<file path="config.mk">
export PLATFORM = sky130hd
export DESIGN_NAME = isfcp_core
export DESIGN_NICKNAME = d
export VERILOG_FILES = /design/src/shared/isfcp_pkg.sv /design/src/core/isfcp_core.sv
export SDC_FILE = /design/constraint.sdc
export NUM_CORES = 1
export LEC_CHECK = 0
export BUFFER_PORTS_ARGS = -buffer_cell sky130_fd_sc_hd__buf_2
export CAP_MARGIN = 20
export CELL_PAD_IN_SITES_DETAIL_PLACEMENT = 1
export CELL_PAD_IN_SITES_GLOBAL_PLACEMENT = 1
export CORE_MARGIN = 2
export CORE_UTILIZATION = 42
export CTS_BUF_LIST = sky130_fd_sc_hd__clkbuf_8
export DETAILED_ROUTE_END_ITERATION = 10
export PLACE_DENSITY = 0.85
export RECOVER_POWER = 50
export SKIP_LAST_GASP = 1
export SLEW_MARGIN = 0
export SYNTH_ARGS = -nofsm -noshare
export SYNTH_HDL_FRONTEND = slang
export SYNTH_SLANG_ARGS = --single-unit
</file>
<file path="constraint.sdc">
create_clock -name mclk -period 5.4 [get_ports mclk]
set_input_delay 1.08 -clock mclk [delete_from_list [all_inputs] [get_ports mclk]]
set_output_delay 1.08 -clock mclk [all_outputs]
set_load 0.005 [all_outputs]
</file>
<file path="src/shared/isfcp_pkg.sv">
// constants for the serial bus status flags and transfer clock prescaler
`default_nettype none
package isfcp_pkg;
  // ----------------------------------------------------------------
  // register map (index, byte address is four times the index)
  // ----------------------------------------------------------------
  localparam int ADDR_W = 18;
  localparam logic [15:0] IDX_PRESCALER = 16'hffb2;
  localparam logic [15:0] IDX_STATUS = 16'hffb0;
  localparam logic [15:0] IDX_CONTROL = 16'hffb6;
  localparam logic [15:0] IDX_IRQ_STS = 16'hffba;
  localparam logic [15:0] IDX_IRQ_MSK = 16'hffbc;
  localparam logic [ADDR_W-1:0] ADDR_PRESCALER = {IDX_PRESCALER, 2'b00};
  localparam logic [ADDR_W-1:0] ADDR_STATUS = {IDX_STATUS, 2'b00};
  localparam logic [ADDR_W-1:0] ADDR_CONTROL = {IDX_CONTROL, 2'b00};
  localparam logic [ADDR_W-1:0] ADDR_IRQ_STS = {IDX_IRQ_STS, 2'b00};
  localparam logic [ADDR_W-1:0] ADDR_IRQ_MSK = {IDX_IRQ_MSK, 2'b00};
  // ----------------------------------------------------------------
  // field positions
  // ----------------------------------------------------------------
  localparam int B_CLOCK_LINE_LEVEL = 5;
  localparam int B_DATA_LINE_LEVEL = 4;
  localparam int B_FAST_MODE_SELECT = 3;
  localparam int B_INPUT_FILTER_ENABLE = 2;
  localparam int B_RATE_SELECT_HIGH = 1;
  localparam int B_RATE_SELECT_LOW = 0;
  localparam int B_UNIT_ON = 7;
  localparam int B_COMM_RELEASE = 6;
  localparam int B_WAIT_RELEASE = 5;
  localparam int B_TRANSMIT_STATE = 3;
  localparam int B_ACK_SEEN = 2;
  localparam int B_START_SEEN = 1;
  localparam int B_STOP_SEEN = 0;
  localparam logic [3:0] PRS_RESET = 4'h0;
  localparam logic [3:0] NINTH_CLOCK = 4'h9;
  localparam logic [3:0] EIGHTH_CLOCK = 4'h8;
  localparam logic [3:0] FIRST_CLOCK = 4'h1;
  // ----------------------------------------------------------------
  // transfer clock divisors
  // ----------------------------------------------------------------
  localparam logic [7:0] DIV_STD_0 = 8'h2c;
  localparam logic [7:0] DIV_STD_1 = 8'h56;
  localparam logic [7:0] DIV_STD_2 = 8'hac;
  localparam logic [7:0] DIV_STD_AUX = 8'h42;
  localparam logic [7:0] DIV_FLT_0 = 8'h2e;
  localparam logic [7:0] DIV_FLT_1 = 8'h58;
  localparam logic [7:0] DIV_FLT_2 = 8'hb0;
  localparam logic [7:0] DIV_FLT_AUX = 8'h44;
  localparam logic [7:0] DIV_FAST_0 = 8'h18;
  localparam logic [7:0] DIV_FAST_1 = 8'h30;
  localparam logic [7:0] DIV_FAST_AUX = 8'h12;
endpackage
`default_nettype wire

</file>
<file path="src/core/isfcp_core.sv">
// serial bus status flags, transfer clock prescaler and apb register slave
//
// The APB interface to the registers was left to the implementer.
`timescale 1ns/1ps
`default_nettype none
module isfcp_core #(
  parameter int FILT_LEN = 4
) (
  input wire logic mclk,
  input wire logic rst_b,
  input wire logic psel,
  input wire logic penable,
  input wire logic pwrite,
  input wire logic [isfcp_pkg::ADDR_W-1:0] paddr,
  input wire logic [31:0] pwdata,
  input wire logic [3:0] pstrb,
  output logic [31:0] prdata,
  output logic pready,
  output logic pslverr,
  input wire logic serialClockPinIn,
  input wire logic serialDataPinIn,
  output logic serialDataPinOut,
  output logic serialDataPinOe,
  input wire logic txDataBit,
  input wire logic auxTimerOut,
  output logic transferClk,
  output logic irq
);
  import isfcp_pkg::*;

  // ----------------------------------------------------------------
  // state
  // ----------------------------------------------------------------
  typedef struct packed {
    logic [3:0] prs;
    logic unitOn;
    logic [2:0] irqSts;
    logic [2:0] irqMsk;
    logic startSeen;
    logic stopSeen;
    logic ackSeen;
    logic txState;
    logic firstByte;
    logic [3:0] bitCnt;
    logic sclF;
    logic sdaF;
    logic sclP;
    logic sdaP;
    logic [3:0] fCntScl;
    logic [3:0] fCntSda;
    logic clkLvl;
    logic datLvl;
    logic auxPrev;
    logic [7:0] divCnt;
    logic xferClk;
    logic sdaOe;
    logic pready;
    logic pslverr;
    logic [31:0] prdata;
    logic irq;
  } isfcp_state_t;

  isfcp_state_t s_q;
  isfcp_state_t s_d;
  logic access;
  logic finish;
  logic sclRise;
  logic startDet;
  logic stopDet;
  logic relPulse;
  logic waitRelPulse;
  logic [7:0] divisor;

  // ----------------------------------------------------------------
  // combinational events
  // ----------------------------------------------------------------
  // edges use the filtered copies, one cycle late, so glitches do not count while the input filter is enabled
  assign access = psel & penable;
  assign finish = access & s_q.pready;
  assign sclRise = s_q.unitOn & s_q.sclF & ~s_q.sclP;
  assign startDet = s_q.unitOn & s_q.sclF & s_q.sclP & s_q.sdaP & ~s_q.sdaF;
  assign stopDet = s_q.unitOn & s_q.sclF & s_q.sclP & ~s_q.sdaP & s_q.sdaF;
  assign relPulse = finish & pwrite & (paddr == ADDR_CONTROL) & pstrb[0] & pwdata[B_COMM_RELEASE];
  assign waitRelPulse = finish & pwrite & (paddr == ADDR_CONTROL) & pstrb[0]
    & pwdata[B_WAIT_RELEASE];

  // byte strobe writes the byte; otherwise lane 1 is a mask of single bits
  function automatic logic [7:0] merge(input logic [7:0] old, input logic [31:0] wd,
                                       input logic [3:0] st);
    logic [7:0] r;
    r = old;
    if (st[0]) begin
      r = wd[7:0];
    end else if (st[1]) begin
      r = (old & ~wd[15:8]) | (wd[7:0] & wd[15:8]);
    end
    return r;
  endfunction

  // divisor choice from mode, filter and rate select
  always_comb begin
    logic [1:0] rate;
    rate = s_q.prs[B_RATE_SELECT_HIGH:B_RATE_SELECT_LOW];
    if (s_q.prs[B_FAST_MODE_SELECT]) begin
      // filter bit plays no part in fast mode
      case (rate)
        2'b10: divisor = DIV_FAST_1;
        2'b11: divisor = DIV_FAST_AUX;
        default: divisor = DIV_FAST_0;
      endcase
    end else if (s_q.prs[B_INPUT_FILTER_ENABLE]) begin
      case (rate)
        2'b00: divisor = DIV_FLT_0;
        2'b01: divisor = DIV_FLT_1;
        2'b10: divisor = DIV_FLT_2;
        default: divisor = DIV_FLT_AUX;
      endcase
    end else begin
      case (rate)
        2'b00: divisor = DIV_STD_0;
        2'b01: divisor = DIV_STD_1;
        2'b10: divisor = DIV_STD_2;
        default: divisor = DIV_STD_AUX;
      endcase
    end
  end

  // ----------------------------------------------------------------
  // next state
  // ----------------------------------------------------------------
  always_comb begin
    logic [7:0] w;
    logic [2:0] ev;
    logic tick;
    w = 8'h00;
    ev = 3'b000;
    tick = 1'b0;
    s_d = s_q;
    // input filter: a change is taken only after FILT_LEN steady samples
    s_d.sclP = s_q.sclF;
    s_d.sdaP = s_q.sdaF;
    if (!s_q.prs[B_INPUT_FILTER_ENABLE] || serialClockPinIn == s_q.sclF) begin
      s_d.sclF = serialClockPinIn;
      s_d.fCntScl = 4'h0;
    end else if (s_q.fCntScl == 4'(FILT_LEN - 1)) begin
      s_d.sclF = serialClockPinIn;
      s_d.fCntScl = 4'h0;
    end else begin
      s_d.fCntScl = s_q.fCntScl + 4'h1;
    end
    if (!s_q.prs[B_INPUT_FILTER_ENABLE] || serialDataPinIn == s_q.sdaF) begin
      s_d.sdaF = serialDataPinIn;
      s_d.fCntSda = 4'h0;
    end else if (s_q.fCntSda == 4'(FILT_LEN - 1)) begin
      s_d.sdaF = serialDataPinIn;
      s_d.fCntSda = 4'h0;
    end else begin
      s_d.fCntSda = s_q.fCntSda + 4'h1;
    end
    // line levels as software sees them
    s_d.clkLvl = s_q.unitOn & s_q.sclF;
    s_d.datLvl = s_q.unitOn & s_q.sdaF;
    // release clears come before the line events so a same-cycle set wins
    if (relPulse) begin
      s_d.ackSeen = 1'b0;
      s_d.startSeen = 1'b0;
      s_d.txState = 1'b0;
    end
    // bit counter and clears: clears first so a same-cycle set wins
    if (sclRise) begin
      if (s_q.bitCnt == NINTH_CLOCK || s_q.bitCnt == 4'h0) begin
        s_d.bitCnt = FIRST_CLOCK;
        s_d.ackSeen = 1'b0;
        // a ninth count here means this rise opens the byte after the last one
        if (s_q.bitCnt == NINTH_CLOCK) begin
          s_d.startSeen = 1'b0;
          s_d.firstByte = 1'b0;
        end else if (s_q.firstByte && s_q.startSeen) begin
          s_d.stopSeen = 1'b0;
        end
      end else begin
        s_d.bitCnt = s_q.bitCnt + 4'h1;
      end
      // direction bit of the first byte puts a slave into transmit
      if (s_q.firstByte && s_q.bitCnt == 4'h7 && s_q.sdaF) begin
        s_d.txState = 1'b1;
      end
      if (s_q.bitCnt == EIGHTH_CLOCK && !s_q.sdaF) begin
        s_d.ackSeen = 1'b1;
        ev[B_ACK_SEEN] = 1'b1;
      end
    end
    if (stopDet) begin
      s_d.ackSeen = 1'b0;
      s_d.startSeen = 1'b0;
      s_d.txState = 1'b0;
      s_d.bitCnt = 4'h0;
      s_d.stopSeen = 1'b1;
      ev[B_STOP_SEEN] = 1'b1;
    end
    if (startDet) begin
      s_d.startSeen = 1'b1;
      s_d.firstByte = 1'b1;
      s_d.txState = 1'b0;
      s_d.bitCnt = 4'h0;
      ev[B_START_SEEN] = 1'b1;
    end
    // releasing the ninth-clock wait as transmitter hands the line back
    if (waitRelPulse && s_q.txState && s_q.bitCnt == NINTH_CLOCK) begin
      s_d.txState = 1'b0;
    end
    // open drain: only ever pull low; a new data bit is put out only while the
    // clock line is low, but leaving transmit lets the line go at once, whatever the clock level
    if (!s_d.txState) begin
      s_d.sdaOe = 1'b0;
    end else if (!s_q.sclF) begin
      s_d.sdaOe = ~txDataBit;
    end
    // transfer clock: square wave, toggling every half divisor of ticks
    tick = (s_q.prs[B_RATE_SELECT_HIGH:B_RATE_SELECT_LOW] == 2'b11)
      ? (auxTimerOut & ~s_q.auxPrev) : 1'b1;
    s_d.auxPrev = auxTimerOut;
    if (s_q.unitOn && tick) begin
      if (s_q.divCnt >= (divisor >> 1) - 8'h01) begin
        s_d.divCnt = 8'h00;
        s_d.xferClk = ~s_q.xferClk;
      end else begin
        s_d.divCnt = s_q.divCnt + 8'h01;
      end
    end
    // apb: one wait state, answer on the second access cycle
    s_d.pready = access & ~s_q.pready;
    if (access && !s_q.pready) begin
      s_d.pslverr = 1'b0;
      s_d.prdata = 32'h0000_0000;
      case (paddr)
        ADDR_PRESCALER: begin
          // bits 7 and 6 stay zero, level bits come from the line
          s_d.prdata[7:0] = {2'b00, s_q.clkLvl, s_q.datLvl, s_q.prs};
        end
        ADDR_STATUS: begin
          s_d.prdata[B_TRANSMIT_STATE] = s_q.txState;
          s_d.prdata[B_ACK_SEEN] = s_q.ackSeen;
          s_d.prdata[B_START_SEEN] = s_q.startSeen;
          s_d.prdata[B_STOP_SEEN] = s_q.stopSeen;
        end
        ADDR_CONTROL: s_d.prdata[B_UNIT_ON] = s_q.unitOn;
        ADDR_IRQ_STS: s_d.prdata[2:0] = s_q.irqSts;
        ADDR_IRQ_MSK: s_d.prdata[2:0] = s_q.irqMsk;
        default: s_d.pslverr = 1'b1;
      endcase
    end
    if (finish) begin
      s_d.pslverr = 1'b0;
      s_d.prdata = s_q.prdata;
    end
    s_d.irqSts = s_q.irqSts;
    if (finish && !pwrite && paddr == ADDR_IRQ_STS) begin
      s_d.irqSts = 3'b000;
    end
    if (finish && pwrite) begin
      case (paddr)
        ADDR_PRESCALER: begin
          // level bits are not stored, so writes cannot touch them
          w = merge({4'h0, s_q.prs}, pwdata, pstrb);
          s_d.prs = w[3:0];
        end
        ADDR_CONTROL: begin
          w = merge({s_q.unitOn, 7'h00}, pwdata, pstrb);
          s_d.unitOn = w[B_UNIT_ON];
        end
        ADDR_IRQ_MSK: begin
          w = merge({5'h00, s_q.irqMsk}, pwdata, pstrb);
          s_d.irqMsk = w[2:0];
        end
        default: w = 8'h00;
      endcase
    end
    // events set after the read clear so none is lost
    s_d.irqSts = s_d.irqSts | ev;
    // a disabled unit holds every status flag and line reading at zero; interrupt status keeps its bits
    if (!s_q.unitOn) begin
      s_d.ackSeen = 1'b0;
      s_d.startSeen = 1'b0;
      s_d.stopSeen = 1'b0;
      s_d.txState = 1'b0;
      s_d.firstByte = 1'b0;
      s_d.bitCnt = 4'h0;
      s_d.sdaOe = 1'b0;
      s_d.divCnt = 8'h00;
      s_d.xferClk = 1'b0;
    end
    s_d.irq = |(s_d.irqSts & s_d.irqMsk);
  end

  // ----------------------------------------------------------------
  // registers
  // ----------------------------------------------------------------
  // synchronous reset; lines start idle high so reset makes no false start
  always_ff @(posedge mclk) begin
    if (!rst_b) begin
      s_q <= '0;
      s_q.prs <= PRS_RESET;
      s_q.sclF <= 1'b1;
      s_q.sdaF <= 1'b1;
      s_q.sclP <= 1'b1;
      s_q.sdaP <= 1'b1;
    end else begin
      s_q <= s_d;
    end
  end

  assign prdata = s_q.prdata;
  assign pready = s_q.pready;
  assign pslverr = s_q.pslverr;
  assign serialDataPinOut = 1'b0;
  assign serialDataPinOe = s_q.sdaOe;
  assign transferClk = s_q.xferClk;
  assign irq = s_q.irq;

  // ----------------------------------------------------------------
  // checks
  // ----------------------------------------------------------------
  chk_ack_set: assert property (@(posedge mclk) disable iff (!rst_b)
    sclRise && s_q.bitCnt == NINTH_CLOCK - 4'h1 && !s_q.sdaF |=> s_q.ackSeen)
    else $error("ack flag not set at ninth clock");
  chk_ack_clear: assert property (@(posedge mclk) disable iff (!rst_b)
    stopDet || !s_q.unitOn |=> !s_q.ackSeen)
    else $error("ack flag survived stop or disable");
  chk_tx_release: assert property (@(posedge mclk) disable iff (!rst_b)
    waitRelPulse && s_q.txState && s_q.bitCnt == NINTH_CLOCK |=> !s_q.txState ##1 !s_q.sdaOe)
    else $error("wait release left data line driven");
  chk_start_set: assert property (@(posedge mclk) disable iff (!rst_b)
    startDet |=> s_q.startSeen && s_q.bitCnt == 4'h0)
    else $error("start flag not set");
  chk_start_clear: assert property (@(posedge mclk) disable iff (!rst_b)
    stopDet |=> !s_q.startSeen)
    else $error("start flag survived stop");
  chk_stop_set: assert property (@(posedge mclk) disable iff (!rst_b)
    stopDet |=> s_q.stopSeen)
    else $error("stop flag not set");
  chk_stop_hold: assert property (@(posedge mclk) disable iff (!rst_b)
    s_q.stopSeen && s_q.unitOn && !sclRise |=> s_q.stopSeen)
    else $error("stop flag dropped early");
  chk_prs_reset: assert property (@(posedge mclk)
    !rst_b |=> s_q.prs == PRS_RESET && !s_q.clkLvl)
    else $error("prescaler not zero after reset");
  chk_level_off: assert property (@(posedge mclk) disable iff (!rst_b)
    !s_q.unitOn ##1 !s_q.unitOn |-> !s_q.clkLvl && !s_q.datLvl)
    else $error("line level bits set while disabled");
  chk_fast_div: assert property (@(posedge mclk) disable iff (!rst_b)
    s_q.prs[B_FAST_MODE_SELECT] && s_q.prs[1:0] == 2'b00 |-> divisor == DIV_FAST_0)
    else $error("fast mode divisor wrong");
  chk_ack_byte_clear: assert property (@(posedge mclk) disable iff (!rst_b)
    sclRise && s_q.bitCnt == NINTH_CLOCK |=> !s_q.ackSeen)
    else $error("ack flag kept into next byte");
  chk_start_byte_clear: assert property (@(posedge mclk) disable iff (!rst_b)
    sclRise && s_q.bitCnt == NINTH_CLOCK |=> !s_q.startSeen)
    else $error("start flag kept past address byte");
  chk_stop_addr_clear: assert property (@(posedge mclk) disable iff (!rst_b)
    sclRise && s_q.bitCnt == 4'h0 && s_q.firstByte && s_q.startSeen |=> !s_q.stopSeen)
    else $error("stop flag kept into address byte");
  chk_level_on: assert property (@(posedge mclk) disable iff (!rst_b)
    s_q.unitOn |=> s_q.clkLvl == $past(s_q.sclF) && s_q.datLvl == $past(s_q.sdaF))
    else $error("line level bits do not follow the lines");
  chk_prs_upper: assert property (@(posedge mclk) disable iff (!rst_b)
    finish && !pwrite && paddr == ADDR_PRESCALER |-> s_q.prdata[31:6] == 26'h000_0000)
    else $error("prescaler upper bits read nonzero");
  chk_std_div: assert property (@(posedge mclk) disable iff (!rst_b)
    !s_q.prs[B_FAST_MODE_SELECT] && !s_q.prs[B_INPUT_FILTER_ENABLE]
      && s_q.prs[B_RATE_SELECT_HIGH:B_RATE_SELECT_LOW] == 2'b01 |-> divisor == DIV_STD_1)
    else $error("standard mode divisor wrong");
  chk_filter_hold: assert property (@(posedge mclk) disable iff (!rst_b)
    FILT_LEN > 1 && s_q.prs[B_INPUT_FILTER_ENABLE] && s_q.fCntScl == 4'h0
      && serialClockPinIn != s_q.sclF |=> s_q.sclF == $past(s_q.sclF))
    else $error("filter passed a one-sample change");
  chk_bit_write: assert property (@(posedge mclk) disable iff (!rst_b)
    finish && pwrite && paddr == ADDR_PRESCALER && !pstrb[0] && pstrb[1]
      && !pwdata[8 + B_INPUT_FILTER_ENABLE]
      |=> s_q.prs[B_INPUT_FILTER_ENABLE] == $past(s_q.prs[B_INPUT_FILTER_ENABLE]))
    else $error("single-bit write changed an unmasked bit");
endmodule
`default_nettype wire

</file>
==> impl_metrics.yaml, run 1 <==
run_status:
  status: "complete, no violations"
synth:
  synthXorXnorAreaFrac_pct: 5.12
  syn_area_per_cell_um2: 8.51
  synth.most_common_cell: "dfxtp_1"
  synth_commonest_cells: "55 x dfxtp_1, 39 x nor2_1, 36 x nand2_1, 33 x buf_4"
  synth_cell_type_count: 54
  synth_compound_area_share_pct: 12.9
  netlist_instances: 382
  synth_top_flop_cell: "dfxtp_1"
  synth_edf_count: 0
  synth_top_family_by_area: "simple AND/OR/NAND/NOR gates"
  synth.mux.area_fraction_pct: 3.12
  synthArstFlopShare_pct: 0
  ys_seq_elements: 55
  yosys.area.top_type: "dfxtp_1"
  synthAdderAreaFrac_pct: 7.32
  synth-simple-area-share_pct: 24.6
  ys_warn_count: 0
  ys_seq_area_share_pct: 33.9
  synth_area_um2: 3250
  synth_top_area_share_pct: 33.9
  synth_area_leaders: "dfxtp_1 34%, buf_4 7.6%, ha_1 7.3%"
die:
  die_w_um: 92.0
  fp.dieH_um: 92.0
  fp.dieArea_um2: 8460
  num_rows: 32
  core_um2: 7610
  ios: 101
  initial_core_util_pct: 42.7
worst_setup_path:
  cp_cell_sequence: "inv_1 -> ha_1 -> a21oi_1 -> o21ai_0 -> a32o_1 -> ha_1 -> a21oi_1 -> o21ai_0 -> a221oi_1 -> o21bai_1 -> nor2_1"
  criticalPathCategory: "flop to flop"
  critPathMaxStageDelay_ns: 0.49
  cp-start-kind: "flop"
  worst_ep_required_time_ns: 5.66
  path_max_fanout: 8
  cp-end-kind: "flop"
  arrival_ns: 3.44
  crit_buf_inv: 1
  cp_slowest_cell: "a221oi_1"
  cp_top_family: "compound AO/OA/AOI/OAI gates"
sta:
  drv_slew: 0
  hold_viol_final: 0
  finalSetupViolations: 0
  rsz0062_at_grt: "no"
  worst_slack_ns: 2.21
  max_freq_mhz: 314
  relSlewSlack_pct: 15.7
  finalCritPeriodShare_pct: 59.0
  finClkSkew_ns: 0.00866
  worstMarginPinSlew_ns: 1.27
  fin_crit_ns: 3.19
  tns_ns: 0
drt:
  drtAntennaViolNets: 0
  via_per_inst: 5.18
  drtIter0Drc: 92
  post-route-drc-count: 0
  avgRoutedWirePerCell_um: 14.7
  routed-via-count: 2709
  firstDrtPassIters: 4
  wirelength_um: 7660
power_and_ir_drop:
  power.internal_uw: 536
  p_seq_share_pct: 57.3
  power_frac_comb_pct: 6.9
  finalPower_uw: 717
  p_per_area_nw_per_um2: 207
  leakage_nw: 1.40
  switchingPower_uw: 181
  switching_share_pct: 25.3
  ir_drop_mv: 0.0981
  clkPwrFrac_pct: 35.8
min_path:
  worstHoldPathType: "flop to flop"
placed_design:
  portBuffers: 52
  dp_hpwl_um: 6130
  numPlacedInstances: 515
  pre_cts_ws_ns: 2.00
  gp_congestion: 0.841
  place_area_um2: 3370
flow_run:
  drv_cap: 0
clocking:
  cts_hold_repair.buffers: 0
  clock_sinks: 55
  clkTransAtPathRegs_ns: 0.11
  htree_levels: 2
  cts_buffers: 5
  cts_root_buffer: "clkbuf_8"
  post_cts_buffers: 0
  cts-resized-gates: 0
  clk_latency_ns: 0.32
  cts_tree: "built"
  cts_max_path_buffers: 2
final_layout:
  finalInstanceArea_um2: 3470
  stdcell_count: 523
  layout-drive-gt1-share_pct: 16.6
  nets: 502
  syn_to_final_growth_pct: 6.66
  antennaDiodeCount: 0
global_route:
  antenna_found_initial: 0
  grt_use_total_pct: 18.5
  grt_pass1_vias: 2723
  grt_pass1_wl_um: 12600
  grt_max_degree: 33
  gr-total-overflow: 0
==> power by group through the flow <==
stage	combinational, mW	clock (mW)	sequential [mW]
6_report	0.0494	0.256	0.411
3_5_place_dp	0.0490	0	0.420
2_1_floorplan	0.0465	0	0.418
3_3_place_gp	0.0467	0	0.420
4_1_cts	0.0490	0.264	0.411
5_1_grt	0.0551	0.279	0.412
==> final timing paths <==
check                                   startpoint                   end  slack, ns  cells after the start
worst max register to register                flop  s_q[38]$_SDFFE_PN0P_       2.21                     11
worst min register to register  s_q[48]$_SDFF_PP0_    s_q[48]$_SDFF_PP0_       0.47                      1
worst min-delay path            s_q[48]$_SDFF_PP0_    s_q[48]$_SDFF_PP0_       0.47                      1
worst max-delay path                          flop  s_q[38]$_SDFFE_PN0P_       2.21                     11
==> cells in the final DEF (no fill, tap or decap), types with 12 or more instances in the layout <==
cell type	count
nand2_1	36
dfxtp_1	55
ha_1	19
conb_1	27
nor2b_1	12
nor2_1	39
a21oi_1	18
inv_1	13
o21ai_0	19
buf_2	49
xor2_1	12
nand3_1	16
==> cell families (layout without fill, tap and decap cells) <==
kind of cell               count (synthesis)  count (layout)
other                                      2              27
xor gates and xnor gates                  19              19
muxes                                     10              10
DFF                                       55              55
adders and majority gates                 19              19
AOI/OAI and AO/OA                         65              65
and+or+nand+nor                          152             152
buffers and inverters                     60              74
==> sequential cells by signal, indices dropped and copies added (netlist names), named ones only <==
name / count
pslverr: 1
s_q: 37
pready: 1
s_d: 2
serialDataPinOe: 1
irq: 1
prdata: 7
transferClk: 1
==> area by class of cell <==
type | count | area, um^2
Multi-Input combinational cell | 292 | 1820
Timing Repair Buffer | 53 | 264
Clock inverter | 2 | 17.5
Clock buffer | 6 | 82.6
Fill cell | 974 | 4140
Inverter | 13 | 48.8
Tap cell | 102 | 128
Sequential cell | 55 | 1100
==> stage by stage <==
step	utilization, %	hold slack, ns
floorplan	-	0.418
global placement	44.3	0.430
detailed placement	44.3	0.449
CTS	45.6	0.474
global route	45.6	0.487
finish	45.6	0.471
==> routing by layer <==
metal / track usage (%) / part of all wire (%) / up-vias
met4: 5.35 / 1.6 / 0
met1: 23.0 / 45 / 1297
met2: 32.7 / 49 / 65
li1: - / - / 1335
met3: 3.29 / 4.5 / 12
met5: 0 / 0 / -
Note: power is estimated with default switching activity, not from simulation.
==> run 2, diff against run 1 <==
--- a/config.mk
+++ b/config.mk
@@ -5,15 +5,16 @@
 export SDC_FILE = /design/constraint.sdc
 export NUM_CORES = 1
 export LEC_CHECK = 0
+export ABC_AREA = 1
 export BUFFER_PORTS_ARGS = -buffer_cell sky130_fd_sc_hd__buf_2
 export CAP_MARGIN = 20
 export CELL_PAD_IN_SITES_DETAIL_PLACEMENT = 1
 export CELL_PAD_IN_SITES_GLOBAL_PLACEMENT = 1
 export CORE_MARGIN = 2
-export CORE_UTILIZATION = 42
+export CORE_UTILIZATION = 34
 export CTS_BUF_LIST = sky130_fd_sc_hd__clkbuf_8
 export DETAILED_ROUTE_END_ITERATION = 10
-export PLACE_DENSITY = 0.85
+export PLACE_DENSITY = 0.76
 export RECOVER_POWER = 50
 export SKIP_LAST_GASP = 1
 export SLEW_MARGIN = 0
==> constraint.sdc (replaced) <==
create_clock -name mclk -period 2.7 [get_ports mclk]
set_input_delay 0.54 -clock mclk [delete_from_list [all_inputs] [get_ports mclk]]
set_output_delay 0.54 -clock mclk [all_outputs]
set_load 0.005 [all_outputs]
==> impl_metrics.yaml, run 2 <==
run_status:
  status: "complete, no violations"
sta:
  fin_crit_ns: 2.50
  rsz0062_at_grt: "no"
  finalSetupViolations: 0
  drv_slew: 0
  tns_ns: 0
  finClkSkew_ns: 0.0116
  max_freq_mhz: 400
  hold_viol_final: 0
  finalCritPeriodShare_pct: 92.5
  worstMarginPinSlew_ns: 0.839
  relSlewSlack_pct: 44.1
clocking:
  cts_buffers: 5
  cts_tree: "built"
  cts_root_buffer: "clkbuf_8"
  cts_max_path_buffers: 2
  cts_hold_repair.buffers: 0
  clk_latency_ns: 0.31
  clkTransAtPathRegs_ns: 0.11
  clock_sinks: 55
  htree_levels: 2
final_layout:
  n_fill_cell: 1287
  max_flop_register: "s_q"
  finish.utilization_pct: 39.0
  antennaDiodeCount: 0
  multi_input_area_um2: 1920
  final_cell_mix: "96 x nand2_1, 58 x inv_1, 53 x dfxtp_1"
  nets: 618
  seq_area_um2: 1100
  layout_commonest_cell: "nand2_1"
  largest_reg_flops: 37
  layout-drive-gt1-share_pct: 19.0
  stdcell_count: 670
  syn_to_final_growth_pct: 11.7
synth:
  synth_cell_type_count: 34
  ys_seq_area_share_pct: 32.2
  synth_edf_count: 0
  synth.most_common_cell: "nand2_1"
  ys_seq_elements: 55
  synthArstFlopShare_pct: 0
  ys_warn_count: 0
  synth_commonest_cells: "97 x nand2_1, 58 x inv_1, 55 x dfxtp_1, 50 x nor2_1"
  synth_area_um2: 3410
  synth_top_area_share_pct: 32.2
  syn_area_per_cell_um2: 7.07
  yosys.area.top_type: "dfxtp_1"
  netlist_instances: 483
  synth_area_leaders: "dfxtp_1 32%, nand2_1 11%, buf_4 7.3%"
  synth_top_flop_cell: "dfxtp_1"
worst_setup_path:
  arrival_ns: 2.75
  criticalPathCategory: "flop to flop"
  critPathMaxStageDelay_ns: 0.34
  cpMostUsedCell: "nand2_1"
  cp-end-kind: "flop"
  cp_slowest_cell: "dfxtp_2"
  cp-start-kind: "flop"
  cp_cell_sequence: "buf_4 -> ha_1 -> nor3_1 -> a21oi_1 -> xnor2_1 -> inv_1 -> ha_1 -> nand2_1 -> inv_1 -> o21ai_1 -> nand2_1 -> nand2_1 -> nand4_1 -> nand2_1 -> nand2_4 -> a21oi_1"
  crit_buf_inv: 3
  path_max_fanout: 8
  worst_ep_required_time_ns: 2.95
  cp_top_family: "simple AND/OR/NAND/NOR gates"
global_route:
  grt_pass1_vias: 3212
  antenna_found_initial: 0
  grt_pass1_wl_um: 14700
  grt_use_total_pct: 16.2
  gr-total-overflow: 0
  grt_max_degree: 18
die:
  core_um2: 9770
  die_w_um: 104
  fp.dieArea_um2: 10900
  fp.dieH_um: 104
  ios: 101
  num_rows: 36
  initial_core_util_pct: 34.9
power_and_ir_drop:
  p_per_area_nw_per_um2: 368
  p_seq_share_pct: 58.7
  power.internal_mw: 1.04
  power_frac_comb_pct: 8.0
  switching_share_pct: 25.8
  ir_drop_mv: 0.221
  switchingPower_uw: 362
  clkPwrFrac_pct: 33.4
  leakage_nw: 1.67
placed_design:
  portBuffers: 52
  dp_hpwl_um: 7170
  numPlacedInstances: 661
  gp_congestion: 0.844
drt:
  post-route-drc-count: 0
  via_per_inst: 4.71
  avgRoutedWirePerCell_um: 12.9
  firstDrtPassIters: 4
  drtIter0Drc: 81
  drtAntennaViolNets: 0
  routed-via-count: 3154
  wirelength_um: 8680
min_path:
  worstHoldPathType: "input pin to flop"
flow_run:
  drv_cap: 0
run 2: worst paths after layout:
check	slack (ns)	from	depth (start not counted)	endpoint
worst min register to register	0.46	s_q[52]$_SDFF_PP0_	1	s_q[52]$_SDFF_PP0_
worst min-delay path	0.46	pwdata[7]	3	s_q[75]$_SDFFE_PN0P_
worst max register to register	0.20	flop	16	s_q[37]$_SDFFE_PN0P_
worst max-delay path	0.20	flop	16	s_q[37]$_SDFFE_PN0P_
run 2: area by class of cell:
cell class                      instances  share of cell area [%]
Clock buffer                            5                    1.80
Clock inverter                          3                   0.492
Inverter                               62                    6.10
Multi-Input combinational cell        353                    50.4
Sequential cell                        55                    28.9
Tap cell                              133                    4.36
Timing Repair Buffer                   59                    7.90
run 2: tightest hold or removal path: stages:
cell	delay, ns
buf_2	0.08
a211oi_1	0.04
nor2_1	0.08
run 2: repair_timing:
item / CTS / global route
buffers inserted: 0 / 1
setup endpoints to repair: 2 / 9
gates cloned: 0 / 0
resized for setup: 1 / 10
pin swaps: 0 / 1
run 2: metrics by stage:
step | hold slack [ns] | instance area, um^2 | setup WS (ns) | power (mW)
6_report | 0.458 | 3810 | 0.201 | 1.40
3_5_place_dp | 0.448 | 3700 | 0.00561 | 0.955
5_1_grt | 0.466 | 3810 | 0.0137 | 1.47
3_3_place_gp | 0.428 | 3700 | 0.172 | 0.950
4_1_cts | 0.455 | 3790 | 0.0639 | 1.42
2_1_floorplan | 0.418 | 3510 | 0.330 | 0.930
run 2: cells by family (layout without fill, tap and decap cells):
group / count (synthesis) / after routing / share of synthesized area (%)
DFF: 55 / 55 / 32.2
xor gates and xnor gates: 10 / 10 / 2.57
adders and majority gates: 19 / 19 / 6.96
AOI/OAI and AO/OA: 61 / 61 / 10.1
other: 2 / 27 / 0.220
and+or+nand+nor: 236 / 236 / 33.0
buffers and inverters: 100 / 129 / 15.0
run 2: power groups by stage:
stage	clock, mW	combinational (mW)	sequential (mW)
floorplan	0	0.0896	0.841
global placement	0	0.109	0.841
detailed placement	0	0.113	0.842
CTS	0.486	0.114	0.823
global route	0.514	0.128	0.824
finish	0.468	0.112	0.823
run 2: routing by layer:
layer	track usage, %	vias up	part of all wire, %
li1	-	1606	-
met1	20.0	1473	46
met2	29.9	62	49
met3	2.38	13	3.3
met4	3.38	0	1.3
met5	0	-	0
==> run 3, diff against run 2 <==
--- a/config.mk
+++ b/config.mk
@@ -5,16 +5,16 @@
 export SDC_FILE = /design/constraint.sdc
 export NUM_CORES = 1
 export LEC_CHECK = 0
-export ABC_AREA = 1
-export BUFFER_PORTS_ARGS = -buffer_cell sky130_fd_sc_hd__buf_2
+export ABC_AREA = 0
 export CAP_MARGIN = 20
 export CELL_PAD_IN_SITES_DETAIL_PLACEMENT = 1
 export CELL_PAD_IN_SITES_GLOBAL_PLACEMENT = 1
 export CORE_MARGIN = 2
-export CORE_UTILIZATION = 34
+export CORE_UTILIZATION = 43
 export CTS_BUF_LIST = sky130_fd_sc_hd__clkbuf_8
 export DETAILED_ROUTE_END_ITERATION = 10
-export PLACE_DENSITY = 0.76
+export DONT_BUFFER_PORTS = 1
+export PLACE_DENSITY = 0.75
 export RECOVER_POWER = 50
 export SKIP_LAST_GASP = 1
 export SLEW_MARGIN = 0
==> impl_metrics.yaml, run 3 (synthesis gave the netlist of run 1 again) <==
worst_setup_path:
  cp_cell_sequence: "buf_4 -> nor2b_2 -> a21oi_1 -> nor2_1 -> a21oi_1 -> buf_4 -> nand2_1 -> xnor2_1 -> ha_1 -> nand2_1 -> o21ai_2 -> a221oi_2 -> buf_4 -> or3_1 -> a21oi_1"
  path_depth: 15
  crit_buf_inv: 3
  cp-start-kind: "flop"
  r2r_cells: 15
  critPathMaxStageDelay_ns: 0.34
  cp_top_family: "compound AO/OA/AOI/OAI gates"
  arrival_ns: 2.80
  worst_ep_required_time_ns: 2.95
  path_max_fanout: 4
  cp-end-kind: "flop"
  cp_slowest_cell: "dfxtp_2"
  ff2ff_setup_slack_ns: 0.14
  r2r_end: "transferClk$_SDFFE_PN0P_"
  criticalPathCategory: "flop to flop"
sta:
  max_freq_mhz: 391
  finClkSkew_ns: 0.0114
  finalSetupViolations: 0
  fin_crit_ns: 2.56
  hold_viol_final: 0
  relSlewSlack_pct: 54.7
  drv_slew: 0
  finalCritPeriodShare_pct: 94.7
  worstMarginPinSlew_ns: 0.674
power_and_ir_drop:
  p_per_area_nw_per_um2: 402
  switching_share_pct: 23.2
  p_seq_share_pct: 60.9
  power_frac_comb_pct: 3.4
  ir_drop_mv: 0.215
  power.internal_mw: 1.04
  leakage_nw: 1.27
  switchingPower_uw: 313
  clkPwrFrac_pct: 35.7
final_layout:
  syn_to_final_growth_pct: 3.47
  nets: 466
  layout-drive-gt1-share_pct: 12.2
  n_fill_cell: 902
  finalInstanceArea_um2: 3360
  antennaDiodeCount: 0
  max_flop_register: "s_q"
  stdcell_count: 483
  layout_commonest_cell: "dfxtp_1"
  largest_reg_flops: 37
  final_cell_mix: "54 x dfxtp_1, 39 x nor2_1, 36 x nand2_1"
min_path:
  hold_depth: 1
  min_from: "rst_b"
  worstHoldPathType: "input pin to flop"
  min_to: "s_q[57]$_SDFF_PN1_"
die:
  initial_core_util_pct: 44.6
  fp.dieH_um: 90.9
  die_w_um: 90.9
  ios: 101
  core_um2: 7290
  num_rows: 31
  fp.dieArea_um2: 8270
clocking:
  clk_latency_ns: 0.31
  cts_max_path_buffers: 2
  cts_buffers: 5
  cts_root_buffer: "clkbuf_8"
  clock_sinks: 55
  clkTransAtPathRegs_ns: 0.10
  cts_tree: "built"
  htree_levels: 2
global_route:
  grt_pass1_vias: 2594
  grt_pass1_wl_um: 12100
  gr-total-overflow: 0
  grt_use_total_pct: 17.9
  grt_max_degree: 33
  antenna_found_initial: 0
placed_design:
  gp_congestion: 0.818
  numPlacedInstances: 476
  portBuffers: 0
  dp_hpwl_um: 5790
  place_area_um2: 3230
drt:
  avgRoutedWirePerCell_um: 15.5
  routed-via-count: 2545
  wl_met3_um: 391
  via_per_inst: 5.27
  highest_layer: "met4"
  firstDrtPassIters: 4
  wl_met2_um: 3650
  wirelength_um: 7470
  met1Wirelength_um: 3380
  drtIter0Drc: 70
  post-route-drc-count: 0
  drtAntennaViolNets: 0
flow_run:
  drv_cap: 0
run_status:
  status: "complete, no violations"
-- run 3: cell types whose count changed in the layout (fill, tap and decap cells not counted), moves of 7 or more --
| cell | before | now |
|---|---|---|
| inv_1 | 58 | 13 |
| a21oi_1 | 30 | 15 |
| nor3_1 | 9 | 2 |
| mux2i_1 | 0 | 9 |
| nor2b_1 | 0 | 11 |
| nor2_2 | 9 | 0 |
| nor2_4 | 8 | 0 |
| nand3_1 | 33 | 16 |
| buf_4 | 6 | 17 |
| buf_2 | 46 | 0 |
| clkbuf_1 | 7 | 0 |
| nand2_1 | 96 | 36 |
| nor2_1 | 47 | 39 |
| nand4_1 | 17 | 10 |
-- run 3: worst max path at each step --
stage,from,endpoint,slack [ns]
after floorplan,paddr[1],irq$_SDFF_PN0_,0.08
after global placement,paddr[1],irq$_SDFF_PN0_,0.02
after detailed placement,paddr[1],irq$_SDFF_PN0_,-0.006
after CTS,flop,s_q[44]$_SDFFE_PN0P_,0.01
after global routing,flop,transferClk$_SDFFE_PN0P_,-0.03
final,flop,transferClk$_SDFFE_PN0P_,0.14
-- run 3: metal layers --
| metal | global-route usage [%] | vias up |
|---|---|---|
| li1 | - | 1257 |
| met3 | 4.40 | 5 |
| met1 | 22.1 | 1234 |
| met2 | 31.7 | 49 |
| met5 | 0 | - |
| met4 | 3.79 | 0 |
-- run 3: area by class of cell --
type	instances	area (um^2)	share of cell area (%)
Sequential cell	55	1100	32.8
Clock inverter	1	5.00	0.149
Clock buffer	6	82.6	2.46
Tap cell	99	124	3.68
Multi-Input combinational cell	292	1870	55.7
Timing Repair Buffer	17	128	3.80
Inverter	13	48.8	1.45
-- run 3: power groups by stage --
stage	sequential, mW	combinational (mW)	clock [mW]
after floorplan	0.837	0.0930	0
after global placement	0.841	0.0435	0
after CTS	0.822	0.0450	0.494
final	0.822	0.0459	0.482
after global routing	0.823	0.0521	0.523
after detailed placement	0.841	0.0443	0
-- run 3: repair_timing --
| item | CTS | global route |
|---|---|---|
| gates resized for setup | 3 | 10 |
| gates cloned | 0 | 0 |
| pin swaps | 0 | 1 |
| setup endpoints to repair | 9 | 9 |
| hold buffers | 0 | 0 |
| buffers inserted | 0 | 0 |
-- run 3: metrics by stage --
step / worst slack, ns / power, mW / util [%] / setup TNS, ns / hold slack [ns]
final: 0.142 / 1.35 / 46.1 / 0 / 0.298
after global routing: -0.0348 / 1.40 / 46.1 / -0.173 / 0.295
after CTS: 0.00969 / 1.36 / 45.5 / 0 / 0.287
after detailed placement: -0.00587 / 0.885 / 44.2 / -0.00587 / 0.441
after global placement: 0.0238 / 0.884 / 44.2 / 0 / 0.430
after floorplan: 0.0773 / 0.930 / - / 0 / 0.418
-- run 3: worst reg2reg max path, delay by kind of cell, from the launching register on --
family,cells,cell delay [ns]
compound gates,5,0.66
flops,1,0.34
buf+inv,3,0.43
xor+xnor,1,0.14
simple gates,5,0.64
fa+ha+maj,1,0.29
